===== src/pkg/bus_map_pkg.sv =====
/*
 Address map, access timing and carrier types of the on-chip bus access unit.
 Assumes a 16-bit address space with memories and I/O registers behind one select bus.
*/
package bus_map_pkg;
   localparam logic [15:0] ROM_START       = 16'h0000;
   localparam logic [15:0] ROM_END_32K     = 16'h7fff;
   localparam logic [15:0] ROM_END_40K     = 16'h9fff;
   localparam logic [15:0] ROM_END_48K     = 16'hbfff;
   localparam logic [15:0] ROM_END_60K     = 16'hedff;
   localparam logic [15:0] LCD_BASE0       = 16'hf740;
   localparam logic [15:0] LCD_SPAN        = 16'h003f;
   localparam logic [15:0] RAM_START_1K    = 16'hfb80;
   localparam logic [15:0] RAM_START_2K    = 16'hf780;
   localparam logic [15:0] RAM_END         = 16'hff7f;
   localparam logic [15:0] RAM_BLOCK_LO    = 16'hfb80;
   localparam logic [15:0] RAM_BLOCK_HI    = 16'hfd7f;
   localparam logic [15:0] SBUF_LO         = 16'hff80;
   localparam logic [15:0] SBUF_HI         = 16'hff9f;
   localparam logic [15:0] IO_LO           = 16'hffa0;
   localparam logic [15:0] IO_HI           = 16'hffff;
   localparam logic [15:0] SLOW_LO         = 16'hffa8;
   localparam logic [15:0] SLOW_HI         = 16'hffad;
   localparam logic [15:0] WINDOW_POS_ADDR = 16'hffcf;
   localparam logic [7:0]  WINDOW_POS_RST  = 8'hfc;
   localparam logic [5:0]  WINDOW_FIXED    = 6'h3f;
   localparam logic [15:0] TMR_ADDR        = 16'hffb0;
   localparam logic [7:0]  TMR_RESET       = 8'h00;
   localparam logic [7:0]  UNDEF_BYTE      = 8'h00;
   localparam logic [1:0]  FAST_LEFT       = 2'h1;
   localparam logic [1:0]  SLOW_LEFT       = 2'h2;

   typedef enum logic [2:0] {
      OP_READ  = 3'h0,
      OP_WRITE = 3'h1,
      OP_BSET  = 3'h2,
      OP_BCLR  = 3'h3,
      OP_BNOT  = 3'h4,
      OP_BST   = 3'h5
   } op_t;

   typedef enum logic [4:0] {
      SEL_NONE = 5'h00,
      SEL_ROM  = 5'h01,
      SEL_LCD  = 5'h02,
      SEL_RAM  = 5'h04,
      SEL_SBUF = 5'h08,
      SEL_IO   = 5'h10
   } sel_t;

   typedef enum logic [2:0] {
      ST_IDLE  = 3'b001,
      ST_READ  = 3'b010,
      ST_WRITE = 3'b100
   } state_t;

   typedef struct packed {
      logic [15:0] addr;
      logic [15:0] wdata;
      logic        word;
      op_t         op;
   } cpu_req_t;

   typedef struct packed {
      sel_t        sel;
      logic [15:0] addr;
      logic [15:0] wdata;
      logic        we;
      logic        word;
   } tgt_t;
endpackage


===== src/verilog/addr_window.sv =====
/*
 Inclusive address range comparator.
 Assumes bounds and address come from logic on the same clock.
*/
`timescale 1ns/100ps
module addr_window (
   input  wire logic [15:0] addr,
   input  wire logic [15:0] lo,
   input  wire logic [15:0] hi,
   output wire logic        hit
);
   assign hit = (addr >= lo) && (addr <= hi);
endmodule


===== src/verilog/bus_access_unit.sv =====
/*
 Address decoder and bus access sequencer between CPU core and on-chip targets.
 Assumes targets answer tgt_rdata while selected; byte data sits in the low lane.
*/
// Overview of operation
// - After reset the display window decodes F740 to F77F.
// - Window position lives in a readable, writable byte register at FFCF.
// - Position register resets to FC: select bits zero, upper bits one.
// - Position register bits 7..2 read one and ignore writes.
// - Select codes 00..11 place the 64-byte window at F740, F940, FB40, FD40.
// - Small RAM variant with code 11 loses RAM FB80 to FD7F.
// - Large RAM variant loses overlapped RAM for any code but 00.
// - Writes to empty addresses store nothing.
// - Reads from empty addresses return undefined data.
// - Byte-path regions keep only the upper byte of a word write.
// - Word read of I/O other than timer FFB0 and position FFCF gives register byte high, undefined byte low.
// - ROM, display memory and RAM take byte and word accesses in two states.
// - Serial buffer FF80..FF9F takes byte accesses only, two states.
// - I/O region is byte only; FFA8..FFAD take three states, rest two.
// - ROM ends at 7FFF, 9FFF, BFFF or EDFF by variant.
// - RAM starts FB80 (small) or F780 (large), ends below serial buffer.
// - Bit instructions read the byte, change one bit, write it back.
// - Timer shared address: reads give live count, writes go to reload.
`timescale 1ns/100ps
module bus_access_unit
   import bus_map_pkg::*;
#(
   parameter logic [1:0] ROM_SIZE  = 2'h0,
   parameter logic       RAM_LARGE = 1'b0
) (
   input  wire logic        ref_clk,
   input  wire logic        nrst,
   input  wire logic        cpu_valid,
   input  wire cpu_req_t    cpu_req,
   output logic             cpu_ready,
   output logic             cpu_done,
   output logic [15:0]      cpu_rdata,
   output tgt_t             tgt,
   input  wire logic [15:0] tgt_rdata,
   output logic [1:0]       lcd_window
);
   state_t      state;
   state_t      next_state;
   logic [1:0]  left;
   logic [1:0]  next_left;
   cpu_req_t    acc;
   cpu_req_t    next_acc;
   logic        acc_slow;
   logic        next_acc_slow;
   logic        acc_pos;
   logic        next_acc_pos;
   logic        acc_tmr;
   logic        next_acc_tmr;
   logic        acc_wide;
   logic        next_acc_wide;
   tgt_t        next_tgt;
   logic        next_cpu_ready;
   logic        next_cpu_done;
   logic [15:0] next_cpu_rdata;
   logic [1:0]  window_sel;
   logic [1:0]  next_window_sel;
   logic [7:0]  tmr_count;
   logic [7:0]  next_tmr_count;
   logic [7:0]  tmr_reload;
   logic [7:0]  next_tmr_reload;

   logic [15:0] rom_end;
   logic [15:0] ram_lo;
   logic [15:0] lcd_lo;
   logic [15:0] lcd_hi;
   logic        rom_hit;
   logic        lcd_hit;
   logic        ram_raw;
   logic        blk_hit;
   logic        sbuf_hit;
   logic        io_hit;
   logic        slow_hit;
   logic        ram_hit;
   sel_t        dec_sel;
   logic        dec_pos;
   logic        dec_tmr;
   logic        bit_op;
   logic [15:0] rd16;
   logic [7:0]  mask;
   logic [7:0]  mbyte;
   logic [7:0]  lane;

   always_comb begin
      case (ROM_SIZE)
         2'h1:    rom_end = ROM_END_40K;
         2'h2:    rom_end = ROM_END_48K;
         2'h3:    rom_end = ROM_END_60K;
         default: rom_end = ROM_END_32K;
      endcase
   end

   assign ram_lo = RAM_LARGE ? RAM_START_2K : RAM_START_1K;
   assign lcd_lo = LCD_BASE0 + {5'h00, window_sel, 9'h000};
   assign lcd_hi = lcd_lo + LCD_SPAN;

   addr_window u_rom (
      .addr (cpu_req.addr),
      .lo   (ROM_START),
      .hi   (rom_end),
      .hit  (rom_hit)
   );
   addr_window u_lcd (
      .addr (cpu_req.addr),
      .lo   (lcd_lo),
      .hi   (lcd_hi),
      .hit  (lcd_hit)
   );
   addr_window u_ram (
      .addr (cpu_req.addr),
      .lo   (ram_lo),
      .hi   (RAM_END),
      .hit  (ram_raw)
   );
   addr_window u_blk (
      .addr (cpu_req.addr),
      .lo   (RAM_BLOCK_LO),
      .hi   (RAM_BLOCK_HI),
      .hit  (blk_hit)
   );
   addr_window u_sbuf (
      .addr (cpu_req.addr),
      .lo   (SBUF_LO),
      .hi   (SBUF_HI),
      .hit  (sbuf_hit)
   );
   addr_window u_io (
      .addr (cpu_req.addr),
      .lo   (IO_LO),
      .hi   (IO_HI),
      .hit  (io_hit)
   );
   addr_window u_slow (
      .addr (cpu_req.addr),
      .lo   (SLOW_LO),
      .hi   (SLOW_HI),
      .hit  (slow_hit)
   );

   // Window beats RAM; small part also loses the block under code 11
   assign ram_hit = ram_raw && !lcd_hit
                    && !(blk_hit && !RAM_LARGE && window_sel == 2'h3);

   always_comb begin
      if (rom_hit)       dec_sel = SEL_ROM;
      else if (lcd_hit)  dec_sel = SEL_LCD;
      else if (ram_hit)  dec_sel = SEL_RAM;
      else if (sbuf_hit) dec_sel = SEL_SBUF;
      else if (io_hit)   dec_sel = SEL_IO;
      else               dec_sel = SEL_NONE;
   end

   assign dec_pos = cpu_req.addr == WINDOW_POS_ADDR;
   assign dec_tmr = cpu_req.addr == TMR_ADDR;
   assign bit_op  = cpu_req.op inside {OP_BSET, OP_BCLR, OP_BNOT, OP_BST};
   assign lane    = cpu_req.word ? cpu_req.wdata[15:8] : cpu_req.wdata[7:0];

   // Read data as the CPU sees it, per region path width
   always_comb begin
      if (acc_pos)
         rd16 = {8'h00, WINDOW_FIXED, window_sel};
      else if (acc_tmr)
         rd16 = {8'h00, tmr_count};
      else if (tgt.sel == SEL_NONE)
         rd16 = {UNDEF_BYTE, UNDEF_BYTE};
      else if (acc_wide)
         rd16 = acc.word ? tgt_rdata : {8'h00, tgt_rdata[7:0]};
      else
         rd16 = acc.word ? {tgt_rdata[7:0], UNDEF_BYTE}
                         : {8'h00, tgt_rdata[7:0]};
   end

   always_comb begin
      mask = 8'h01 << acc.wdata[2:0];
      case (acc.op)
         OP_BSET: mbyte = rd16[7:0] | mask;
         OP_BCLR: mbyte = rd16[7:0] & ~mask;
         OP_BNOT: mbyte = rd16[7:0] ^ mask;
         OP_BST:  mbyte = acc.wdata[3] ? (rd16[7:0] | mask) : (rd16[7:0] & ~mask);
         default: mbyte = rd16[7:0];
      endcase
   end

   always_comb begin
      next_state      = state;
      next_left       = left;
      next_acc        = acc;
      next_acc_slow   = acc_slow;
      next_acc_pos    = acc_pos;
      next_acc_tmr    = acc_tmr;
      next_acc_wide   = acc_wide;
      next_tgt        = tgt;
      next_cpu_done   = 1'b0;
      next_cpu_rdata  = cpu_rdata;
      next_window_sel = window_sel;
      next_tmr_reload = tmr_reload;
      case (state)
         ST_IDLE: begin
            if (cpu_valid) begin
               next_acc      = cpu_req;
               next_acc.word = cpu_req.word && !bit_op;
               next_acc_slow = slow_hit;
               next_acc_pos  = dec_pos;
               next_acc_tmr  = dec_tmr;
               next_acc_wide = dec_sel inside {SEL_ROM, SEL_LCD, SEL_RAM};
               next_left     = slow_hit ? SLOW_LEFT : FAST_LEFT;
               next_tgt.sel  = (dec_pos || dec_tmr) ? SEL_NONE : dec_sel;
               next_tgt.addr = cpu_req.addr;
               next_tgt.we   = cpu_req.op == OP_WRITE;
               if (dec_sel inside {SEL_ROM, SEL_LCD, SEL_RAM}) begin
                  next_tgt.word  = cpu_req.word && !bit_op;
                  next_tgt.wdata = cpu_req.wdata;
               end else begin
                  // Byte path: a word write keeps only its upper byte
                  next_tgt.word  = 1'b0;
                  next_tgt.wdata = {8'h00, lane};
               end
               next_state = (cpu_req.op == OP_WRITE) ? ST_WRITE : ST_READ;
            end
         end
         ST_READ: begin
            if (left != 2'h0) begin
               next_left = left - 2'h1;
            end else if (acc.op != OP_READ) begin
               next_tgt.we    = 1'b1;
               next_tgt.wdata = {8'h00, mbyte};
               next_left      = acc_slow ? SLOW_LEFT : FAST_LEFT;
               next_state     = ST_WRITE;
            end else begin
               next_cpu_rdata = rd16;
               next_cpu_done  = 1'b1;
               next_tgt.sel   = SEL_NONE;
               next_tgt.we    = 1'b0;
               next_state     = ST_IDLE;
            end
         end
         ST_WRITE: begin
            if (left != 2'h0) begin
               next_left = left - 2'h1;
            end else begin
               if (acc_pos)
                  next_window_sel = tgt.wdata[1:0];
               if (acc_tmr)
                  next_tmr_reload = tgt.wdata[7:0];
               next_cpu_done = 1'b1;
               next_tgt.sel  = SEL_NONE;
               next_tgt.we   = 1'b0;
               next_state    = ST_IDLE;
            end
         end
         default: begin
            next_state   = ST_IDLE;
            next_tgt.sel = SEL_NONE;
            next_tgt.we  = 1'b0;
         end
      endcase
      next_cpu_ready = next_state == ST_IDLE;
   end

   always_ff @(posedge ref_clk) begin
      if (!nrst) begin
         state      <= ST_IDLE;
         left       <= 2'h0;
         acc        <= '0;
         acc_slow   <= 1'b0;
         acc_pos    <= 1'b0;
         acc_tmr    <= 1'b0;
         acc_wide   <= 1'b0;
         tgt        <= '0;
         cpu_ready  <= 1'b1;
         cpu_done   <= 1'b0;
         cpu_rdata  <= 16'h0000;
         window_sel <= WINDOW_POS_RST[1:0];
         tmr_reload <= TMR_RESET;
      end else begin
         state      <= next_state;
         left       <= next_left;
         acc        <= next_acc;
         acc_slow   <= next_acc_slow;
         acc_pos    <= next_acc_pos;
         acc_tmr    <= next_acc_tmr;
         acc_wide   <= next_acc_wide;
         tgt        <= next_tgt;
         cpu_ready  <= next_cpu_ready;
         cpu_done   <= next_cpu_done;
         cpu_rdata  <= next_cpu_rdata;
         window_sel <= next_window_sel;
         tmr_reload <= next_tmr_reload;
      end
   end

   always_ff @(posedge ref_clk) begin
      if (!nrst)
         lcd_window <= WINDOW_POS_RST[1:0];
      else
         lcd_window <= next_window_sel;
   end

   // Free-running down counter; reloads on reaching zero
   always_comb begin
      next_tmr_count = (tmr_count == 8'h00) ? tmr_reload : tmr_count - 8'h01;
   end

   always_ff @(posedge ref_clk) begin
      if (!nrst)
         tmr_count <= TMR_RESET;
      else
         tmr_count <= next_tmr_count;
   end
endmodule


===== config.mk =====
export PLATFORM = sky130hd
export DESIGN_NAME = bus_access_unit
export DESIGN_NICKNAME = d
export VERILOG_FILES = /design/src/pkg/bus_map_pkg.sv /design/src/verilog/addr_window.sv /design/src/verilog/bus_access_unit.sv
export SDC_FILE = /design/constraint.sdc
export NUM_CORES = 1
export LEC_CHECK = 0
export ABC_AREA = 1
export BUFFER_PORTS_ARGS = -buffer_cell sky130_fd_sc_hd__buf_2
export CORE_MARGIN = 1.5
export CORE_UTILIZATION = 55
export DETAILED_ROUTE_END_ITERATION = 8
export PLACE_DENSITY = 0.78
export SYNTH_ARGS = -nofsm -noshare
export SYNTH_HDL_FRONTEND = slang
export SYNTH_HIERARCHICAL = 1
export SYNTH_SLANG_ARGS = --single-unit

===== constraint.sdc =====
create_clock -name ref_clk -period 2.5 [get_ports ref_clk]
set_input_delay 0.5 -clock ref_clk [delete_from_list [all_inputs] [get_ports ref_clk]]
set_output_delay 0.5 -clock ref_clk [all_outputs]
set_load 0.005 [all_outputs]

# Word-level counts from Yosys, hierarchy flattened

Index checks and enable logic that the tools add are counted.

Bits in registers: 92
Input bits: 55
Output and inout port bits: 59
Logic and storage cells: 147

Add/subtract/negate cells: 4
Order comparisons: 13
Equality and inequality tests: 26
Shift operators: 1
Muxes and demuxes: 46
Bitwise operators: 6
Reductions and logical operators: 31

Operators with widths:

| operator                 | count |
|---|---|
| $mux W16                 | 8 |
| $le A16 B16 Y1 const B   | 5 |
| $ge A16 B16 Y1 const B   | 4 |
| $mux W5                  | 9 |
| $mux W39                 | 1 |
| $eq A16 B16 Y1 const B   | 2 |
| $pmux W16 S2             | 1 |
| $pmux W8 S4              | 1 |
| $mux W8                  | 3 |
| $mux W17                 | 1 |
| $ge A16 B1 Y1 const B    | 1 |
| $ge A16 B16 Y1           | 1 |
| $le A16 B15 Y1 const B   | 1 |
| $le A16 B16 Y1           | 1 |
| $add A14 B7 Y15 const B  | 1 |
| $eq A3 B2 Y1 const B     | 5 |
| $eq A3 B3 Y1 const B     | 5 |
| $mux W3                  | 5 |
| $pmux W5 S3              | 1 |
| $add A13 B12 Y14 const A | 1 |
| $mux W2                  | 6 |
| $ne A2 B2 Y1 const B     | 6 |
| $reduce_and A3 Y1        | 4 |
| $reduce_and A4 Y1        | 3 |
| 28 further kinds         | 51 |

# Logic depth before layout (Yosys ltp)

Gate-level depths: netlist of run 1.

Depth in word-level cells: 15
Depth in mapped cells: 24
Mapped depth without buffers: 24

# Hierarchy

The synthesis of run 1 kept the hierarchy.

Modules (own cells, without submodules):

| module                  | instances | cells an instance | area each (um^2) | seq. area each (um^2) |
|---|---|---|---|---|
| addr_window (u_blk ...) | 6         | 140               | 855.8            | 0.0 |
| bus_access_unit         | 1         | 761               | 4976.0           | 1841.8 |
| addr_window (u_rom)     | 1         | 140               | 858.3            | 0.0 |

# Worst setup path after synthesis of run 1

No wires, ideal clock.

Path type: flip-flop to flip-flop
Start: register, netlist name lcd_window[0]
End: register tgt[4] (netlist bit)
Setup time: 119 ps
Arrival time: 2363 ps
Required time: 2381 ps
Slack: 17 ps
Stages on the path, launching flop included: 21
Buffers on the path: 0
Period minus slack after synthesis: 2483 ps
Cell sequence: dfxtp_1 > inv_1 > ha_1 > inv_1 > inv_1 > ha_1 > nand4_1 > nor3_2 > nand2_1 > nand2_1 > nand2_1 > nand2_1 > inv_1 > nor2_1 > nand2_1 > nor2_1 > nand2_1 > nand2_1 > nor2_1 > nor2_1 > a21oi_1

RTL lines:

| what                 | line                   | RTL |
|---|---|---|
| to (signal assigned) | bus_access_unit.sv:287 | `tgt <= next_tgt;` |
| to (decl)            | bus_access_unit.sv:38  | `output tgt_t tgt,` |

==> results of run 1 <==
## cell usage after synthesis
master / instances
nand2_1: 421
inv_1: 376
ha_1: 245
a21oi_1: 165
nor2_1: 146
dfxtp_1: 92
nand3_1: 87
o21ai_0: 74
clkbuf_1: 16
nand4_1: 16
nand2_2: 10
nor3_2: 10
nor3_1: 9
inv_2: 8
a21o_1: 7
nor2_2: 7
o21a_1: 7
o21bai_1: 6
o21ai_1: 5
buf_6: 4
buf_4: 3
a211oi_1: 2
a31oi_1: 2
buf_2: 2
clkinv_1: 2
conb_1: 2
nand2_4: 2
nand3_2: 2
nand3b_1: 2
buf_1: 1
inv_4: 1
nand3_4: 1
nor2_4: 1
nor3_4: 1
nor3b_1: 1
o22ai_1: 1
or2_1: 1
or2_2: 1
or3_1: 1
xnor2_1: 1
## metal layers
layer	track usage [%]	wire (microns)
met2	51.2	13900
met3	2.75	1340
met4	13.4	1260
met1	30.5	11600
met5	0	0
## logic make-up after synthesis
kind of cell               count (synthesis)  share of synthesized area [%]
AOI/OAI and AO/OA                        269                           12.8
xor gates and xnor gates                   1                         0.0799
adders and majority gates                245                           27.9
buffers and inverters                    413                           14.6
DFF                                       92                           16.8
other                                      2                         0.0685
and+or+nand+nor                          719                           27.8
## sequential cells by signal (all words and copies together), names as in the netlist, 2 cells and up
name / flops
tmr_reload: 8
left: 2
tmr_count: 8
tgt: 39
cpu_rdata: 16
acc: 8
lcd_window: 2
state: 3
## final cells by class
| cell class | count | area share [%] |
|---|---|---|
| sequential | 92 | 13.6 |
| clock inverter | 6 | 0.546 |
| timing repair buffer | 187 | 8.34 |
| tap | 265 | 2.45 |
| multi-input combinational | 1452 | 62.6 |
| clock buffer | 9 | 1.67 |
| inverter | 387 | 10.8 |
## path summary, 6_finish.rpt
kind | startpoint | end | slack, ns | cells after the start
worst min register to register | cpu_rdata[15]$_SDFFE_PN0P_ | cpu_rdata[15]$_SDFFE_PN0P_ | 0.46 | 2
worst max register to register | lcd_window[1]$_SDFFE_PN0P_ | tgt[16]$_SDFFE_PN0P_ | -0.06 | 21
worst min-delay path | cpu_req[14] | tgt[12]$_SDFFE_PN0P_ | 0.43 | 3
worst max-delay path | lcd_window[1]$_SDFFE_PN0P_ | tgt[16]$_SDFFE_PN0P_ | -0.06 | 21
## critical path, stage by stage, from the launching register on
cell     delay (ns)
dfxtp_2        0.33
inv_2          0.05
ha_4           0.24
inv_2          0.07
buf_4          0.10
inv_1          0.04
ha_1           0.28
nand2_2        0.06
buf_4          0.13
nor3_2         0.16
nand2_1        0.07
nand2_1        0.05
nand2_1        0.06
inv_2          0.08
nor2_4         0.04
nand2_4        0.08
inv_2          0.05
buf_4          0.13
nor2_1         0.08
buf_4          0.16
nand3_1        0.09
a21oi_1        0.14
## where the power goes
group | internal (mW) | switching [mW]
Clock | 0.782 | 0.606
Sequential | 1.63 | 0.145
Combinational | 0.959 | 1.56
Total | 3.38 | 2.31
## per-stage QoR
stage / setup TNS, ns / setup slack (ns) / instance area (sq um)
2_1_floorplan: 0 / 0.0172 / 11800
6_report: -0.369 / -0.0605 / 13500
4_1_cts: -0.0000335 / -0.0000335 / 13400
3_3_place_gp: -2.92 / -0.206 / 13100
3_5_place_dp: -3.94 / -0.267 / 13100
5_1_grt: -3.57 / -0.248 / 13500
## what timing repair did
item / in CTS / in global routing
hold endpoints to repair: 0 / 0
gates resized for setup: 7 / 27
pin swaps: 2 / 23
endpoints found under the setup margin: 15 / 20
buffers inserted: 1 / 3
==> flow_metrics.py, run 1 <==
metrics = {
    "synthesis": {
        "synth.area.top_cells": "ha_1, dfxtp_1, nand2_1, inv_1, a21oi_1",
        "synth_top_cell_area_share_pct": 27.9,
        "synth_cell_types": 40,
        "yosys.area.top_type": "ha_1",
        "ys_seq_area_share_pct": 16.8,
        "yosys_register_bits": 92,
        "synth_area_per_cell_sq_um": 6.30,
        "yosys_warnings": 6,
        "syn_inst": 1741,
        "netlist_area_sq_um": 11000,
    },
    "critical_path": {
        "path_max_fanout": 7,
        "required_ns": 2.76,
        "cp-end-kind": "flip-flop",
        "worstPathArrival_ns": 2.82,
        "crit_type": "reg2reg",
        "start_kind": "flip-flop",
    },
    "sta": {
        "relSlewSlack_pct": 19.1,
        "drv_slew": 0,
        "grt_setup_unrepaired": "yes",
        "hold-worst-slack_ns": 0.427,
        "worst_slack_ns": -0.0605,
        "worst_pin_slew_ns": 1.21,
        "final.min_clock_period_ns": 2.56,
        "hold_viol_final": 0,
        "finalCritPeriodShare_pct": 102,
        "finalSetupViolCount": 9,
        "clock_skew_ns": 0.00812,
        "fmax_mhz": 391,
    },
    "placement": {
        "io_buffers": 113,
        "dp_hpwl_mm": 22.5,
        "place.gp.congestion": 0.904,
        "place_inst": 2379,
    },
    "pwr": {
        "powerDensity_nw_per_um2": 420,
        "ir_drop_mv": 0.422,
        "leakage_nw": 8.72,
        "post-layout-total-power_mw": 5.68,
    },
    "detailed_routing": {
        "post-route-drc-count": 0,
        "viasPerCell": 4.77,
        "wire_per_inst_microns": 11.8,
        "wirelength_mm": 28.2,
        "vias": 11400,
        "ant_nets": 0,
        "dr.pass1.iters": 5,
        "drt_iter0_drc": 508,
    },
    "hold_path": {
        "min_path_type": "in2reg",
    },
    "floorplan": {
        "die_area_sq_um": 20800,
        "die_w_microns": 144,
        "fp-row-count": 51,
        "fp.dieH_microns": 144,
        "ios": 114,
        "initial_utilization_pct": 56.2,
        "core_area_sq_um": 19500,
    },
    "final_layout": {
        "multiInputGateArea_sq_um": 8470,
        "final_cells": 2398,
        "final_util_pct": 69.3,
        "diodes": 0,
        "final_common_cell": "nand2_1",
        "nNetsFinal": 2429,
        "layout-drive-gt1-share_pct": 12.8,
        "final_cell_mix": "nand2_1, inv_1, ha_1",
        "area_delta_synth_final_pct": 23.3,
        "seq_area_sq_um": 1840,
        "fillers": 1748,
    },
    "outcome": {
        "violations": "negative setup slack",
        "status": "complete, but fails checks",
    },
    "cts": {
        "clk_latency_ns": 0.34,
        "cts_buffer_depth": 2,
        "cts.sink_count": 92,
        "clk_transition_reported_paths_ns": 0.07,
        "cts_tree": "built",
        "hold_buffers": 0,
        "clockRootBuffer": "clkbuf_16",
        "cts_htree_levels": 3,
        "cts_inserted_buffers": 9,
    },
    "global_routing": {
        "grt_pass1_wl_mm": 45.8,
        "grt_usage_pct": 27.3,
        "grt_pass1_vias": 10500,
        "grt_start_max_net_pins": 60,
        "antenna_found_initial": 0,
        "grt_remaining_overflow": 0,
    },
    "flow_run": {
        "drv_cap": 0,
    },
}
Note: power is estimated with default switching activity, not from simulation.
==> run 2: changes to the inputs <==
--- a/config.mk
+++ b/config.mk
@@ -10,7 +10,7 @@
 export CORE_MARGIN = 1.5
 export CORE_UTILIZATION = 55
 export DETAILED_ROUTE_END_ITERATION = 8
-export PLACE_DENSITY = 0.78
+export PLACE_DENSITY = 0.75
 export SYNTH_ARGS = -nofsm -noshare
 export SYNTH_HDL_FRONTEND = slang
 export SYNTH_HIERARCHICAL = 1
==> constraint.sdc (replaced) <==
create_clock -name ref_clk -period 3 [get_ports ref_clk]
set_input_delay 0.6 -clock ref_clk [delete_from_list [all_inputs] [get_ports ref_clk]]
set_output_delay 0.6 -clock ref_clk [all_outputs]
set_load 0.005 [all_outputs]
==> flow_metrics.py, run 2 (synthesized netlist as in run 1, its figures left out) <==
metrics = {
    "pwr": {
        "powerDensity_nw_per_um2": 349,
        "clock_power_share_pct": 24.2,
        "ir_drop_mv": 0.261,
        "pwr-share-comb_pct": 43.2,
        "p_int_mw": 2.66,
        "leakage_nw": 8.46,
        "post-layout-total-power_mw": 4.54,
        "seqPwrFrac_pct": 32.7,
        "switching_share_pct": 41.6,
        "p_switching_mw": 1.89,
    },
    "cts": {
        "clk_latency_ns": 0.34,
        "cts_tree": "built",
        "hold_buffers": 0,
        "clockRootBuffer": "clkbuf_16",
        "post_cts_resized": 0,
        "cts_htree_levels": 3,
        "cts_setup_buffers": 0,
        "cts_inserted_buffers": 9,
        "clk_transition_reported_paths_ns": 0.07,
        "cts_buffer_depth": 2,
        "cts.sink_count": 92,
    },
    "final_layout": {
        "final_cell_mix": "nand2_1, inv_1, ha_1",
        "final_common_cell": "nand2_1",
        "nNetsFinal": 2378,
        "layout-drive-gt1-share_pct": 9.60,
        "largest_reg_flops": 39,
        "largest_registers": "tgt x39, cpu_rdata x16",
        "area_delta_synth_final_pct": 18.5,
        "diodes": 0,
        "final_cell_area_sq_um": 13000,
        "regMostFlops": "tgt",
    },
    "sta": {
        "grt_setup_unrepaired": "yes",
        "hold_viol_final": 0,
        "finalCritPeriodShare_pct": 88.6,
        "fmax_mhz": 376,
        "drv_slew": 0,
        "relSlewSlack_pct": 26.3,
        "worst_pin_slew_ns": 1.10,
        "finalSetupViolCount": 0,
        "fin_tns_setup_ns": 0,
        "final.min_clock_period_ns": 2.66,
        "clock_skew_ns": 0.0123,
    },
    "critical_path": {
        "worst_path_max_delay_cell": "dfxtp_2",
        "path_max_fanout": 7,
        "required_ns": 3.26,
        "critPathLaunch": "lcd_window[0]$_SDFFE_PN0P_",
        "cp-end-kind": "flip-flop",
        "path_buf_inv": 7,
        "crit_family": "simple AND/OR/NAND/NOR gates",
        "critPathMaxStageDelay_ns": 0.37,
        "start_kind": "flip-flop",
        "path_cells": "inv_1, ha_1, inv_1, inv_1, ha_1, nand4_1, nor3_2, nand3_1, nand2_1, nand2_1, inv_1, nor2_1, nand2_2, inv_1, buf_4, nor2_1, buf_4, nand3_1, a21oi_1",
        "reg2reg_from": "lcd_window[0]$_SDFFE_PN0P_",
        "crit_type": "reg2reg",
        "worstPathArrival_ns": 2.92,
        "crit_top_cell": "inv_1",
    },
    "floorplan": {
        "fp.dieH_microns": 144,
        "die_area_sq_um": 20800,
        "core_area_sq_um": 19500,
        "fp-row-count": 51,
        "die_w_microns": 144,
        "ios": 114,
        "initial_utilization_pct": 56.2,
    },
    "global_routing": {
        "grt_pass1_vias": 10100,
        "grt_usage_pct": 26.4,
        "grt_start_max_net_pins": 60,
        "grt_remaining_overflow": 0,
        "antenna_found_initial": 0,
        "grt_pass1_wl_mm": 44.4,
    },
    "detailed_routing": {
        "wire_per_inst_microns": 11.5,
        "ant_nets": 0,
        "vias": 11100,
        "drt_iter0_drc": 459,
        "post-route-drc-count": 0,
        "dr.pass1.iters": 5,
        "viasPerCell": 4.75,
        "wirelength_mm": 27.0,
    },
    "flow_run": {
        "drv_cap": 0,
    },
    "placement": {
        "place.gp.congestion": 0.910,
        "dp_hpwl_mm": 21.5,
        "post_dp_cell_area_sq_um": 12700,
        "io_buffers": 113,
    },
    "outcome": {
        "status": "finished clean",
    },
    "hold_path": {
        "min_path_type": "reg2reg",
        "min-delay-start": "cpu_rdata[13]$_SDFFE_PN0P_",
    },
}
[run 2: cell type report]
| type | instances | area [sq um] |
|---|---|---|
| clock buffer | 9 | 225 |
| clock inverter | 7 | 60.1 |
| fill | 1900 | 6520 |
| inverter | 387 | 1460 |
| multi-input combinational | 1452 | 8350 |
| sequential | 92 | 1840 |
| tap | 265 | 332 |
| timing repair buffer | 136 | 738 |
[run 2: power groups by stage]
stage	combinational, mW	clock (mW)	sequential, mW
2_1_floorplan	1.39	0	1.48
3_3_place_gp	1.86	0	1.51
3_5_place_dp	1.91	0	1.51
4_1_cts	1.93	1.11	1.48
5_1_grt	2.28	1.15	1.50
6_report	1.96	1.10	1.48
[run 2: path summary, 6_finish.rpt]
kind,slack [ns],to,depth (start not counted)
hold reg to reg,0.46,cpu_rdata[13]$_SDFFE_PN0P_,2
setup reg to reg,0.34,tgt[12]$_SDFFE_PN0P_,19
hold / removal,0.46,cpu_rdata[13]$_SDFFE_PN0P_,2
setup / recovery,0.34,tgt[12]$_SDFFE_PN0P_,19
[run 2: layer usage]
metal | track usage, % | wire length [microns] | vias to the layer above
met2 | 49.9 | 13300 | 246
li1 | - | - | 5962
met1 | 31.0 | 11700 | 4890
met4 | 10.3 | 946 | 0
met3 | 1.79 | 1040 | 51
met5 | 0 | 0 | -
[run 2: tightest hold or removal path: stages, from the launching register on]
cell	delay (ns)
dfxtp_1	0.31
nand2_1	0.06
a21oi_1	0.05
[run 2: metrics by stage]
stage	util (%)	setup slack [ns]	hold slack, ns	cells
finish	66.6	0.342	0.463	2348
global route	66.6	0.00427	0.476	2348
CTS	66.5	0.233	0.463	2348
detailed placement	65.1	0.0140	0.452	2332
global placement	65.1	0.144	0.446	2332
floorplan	-	0.517	0.428	1957
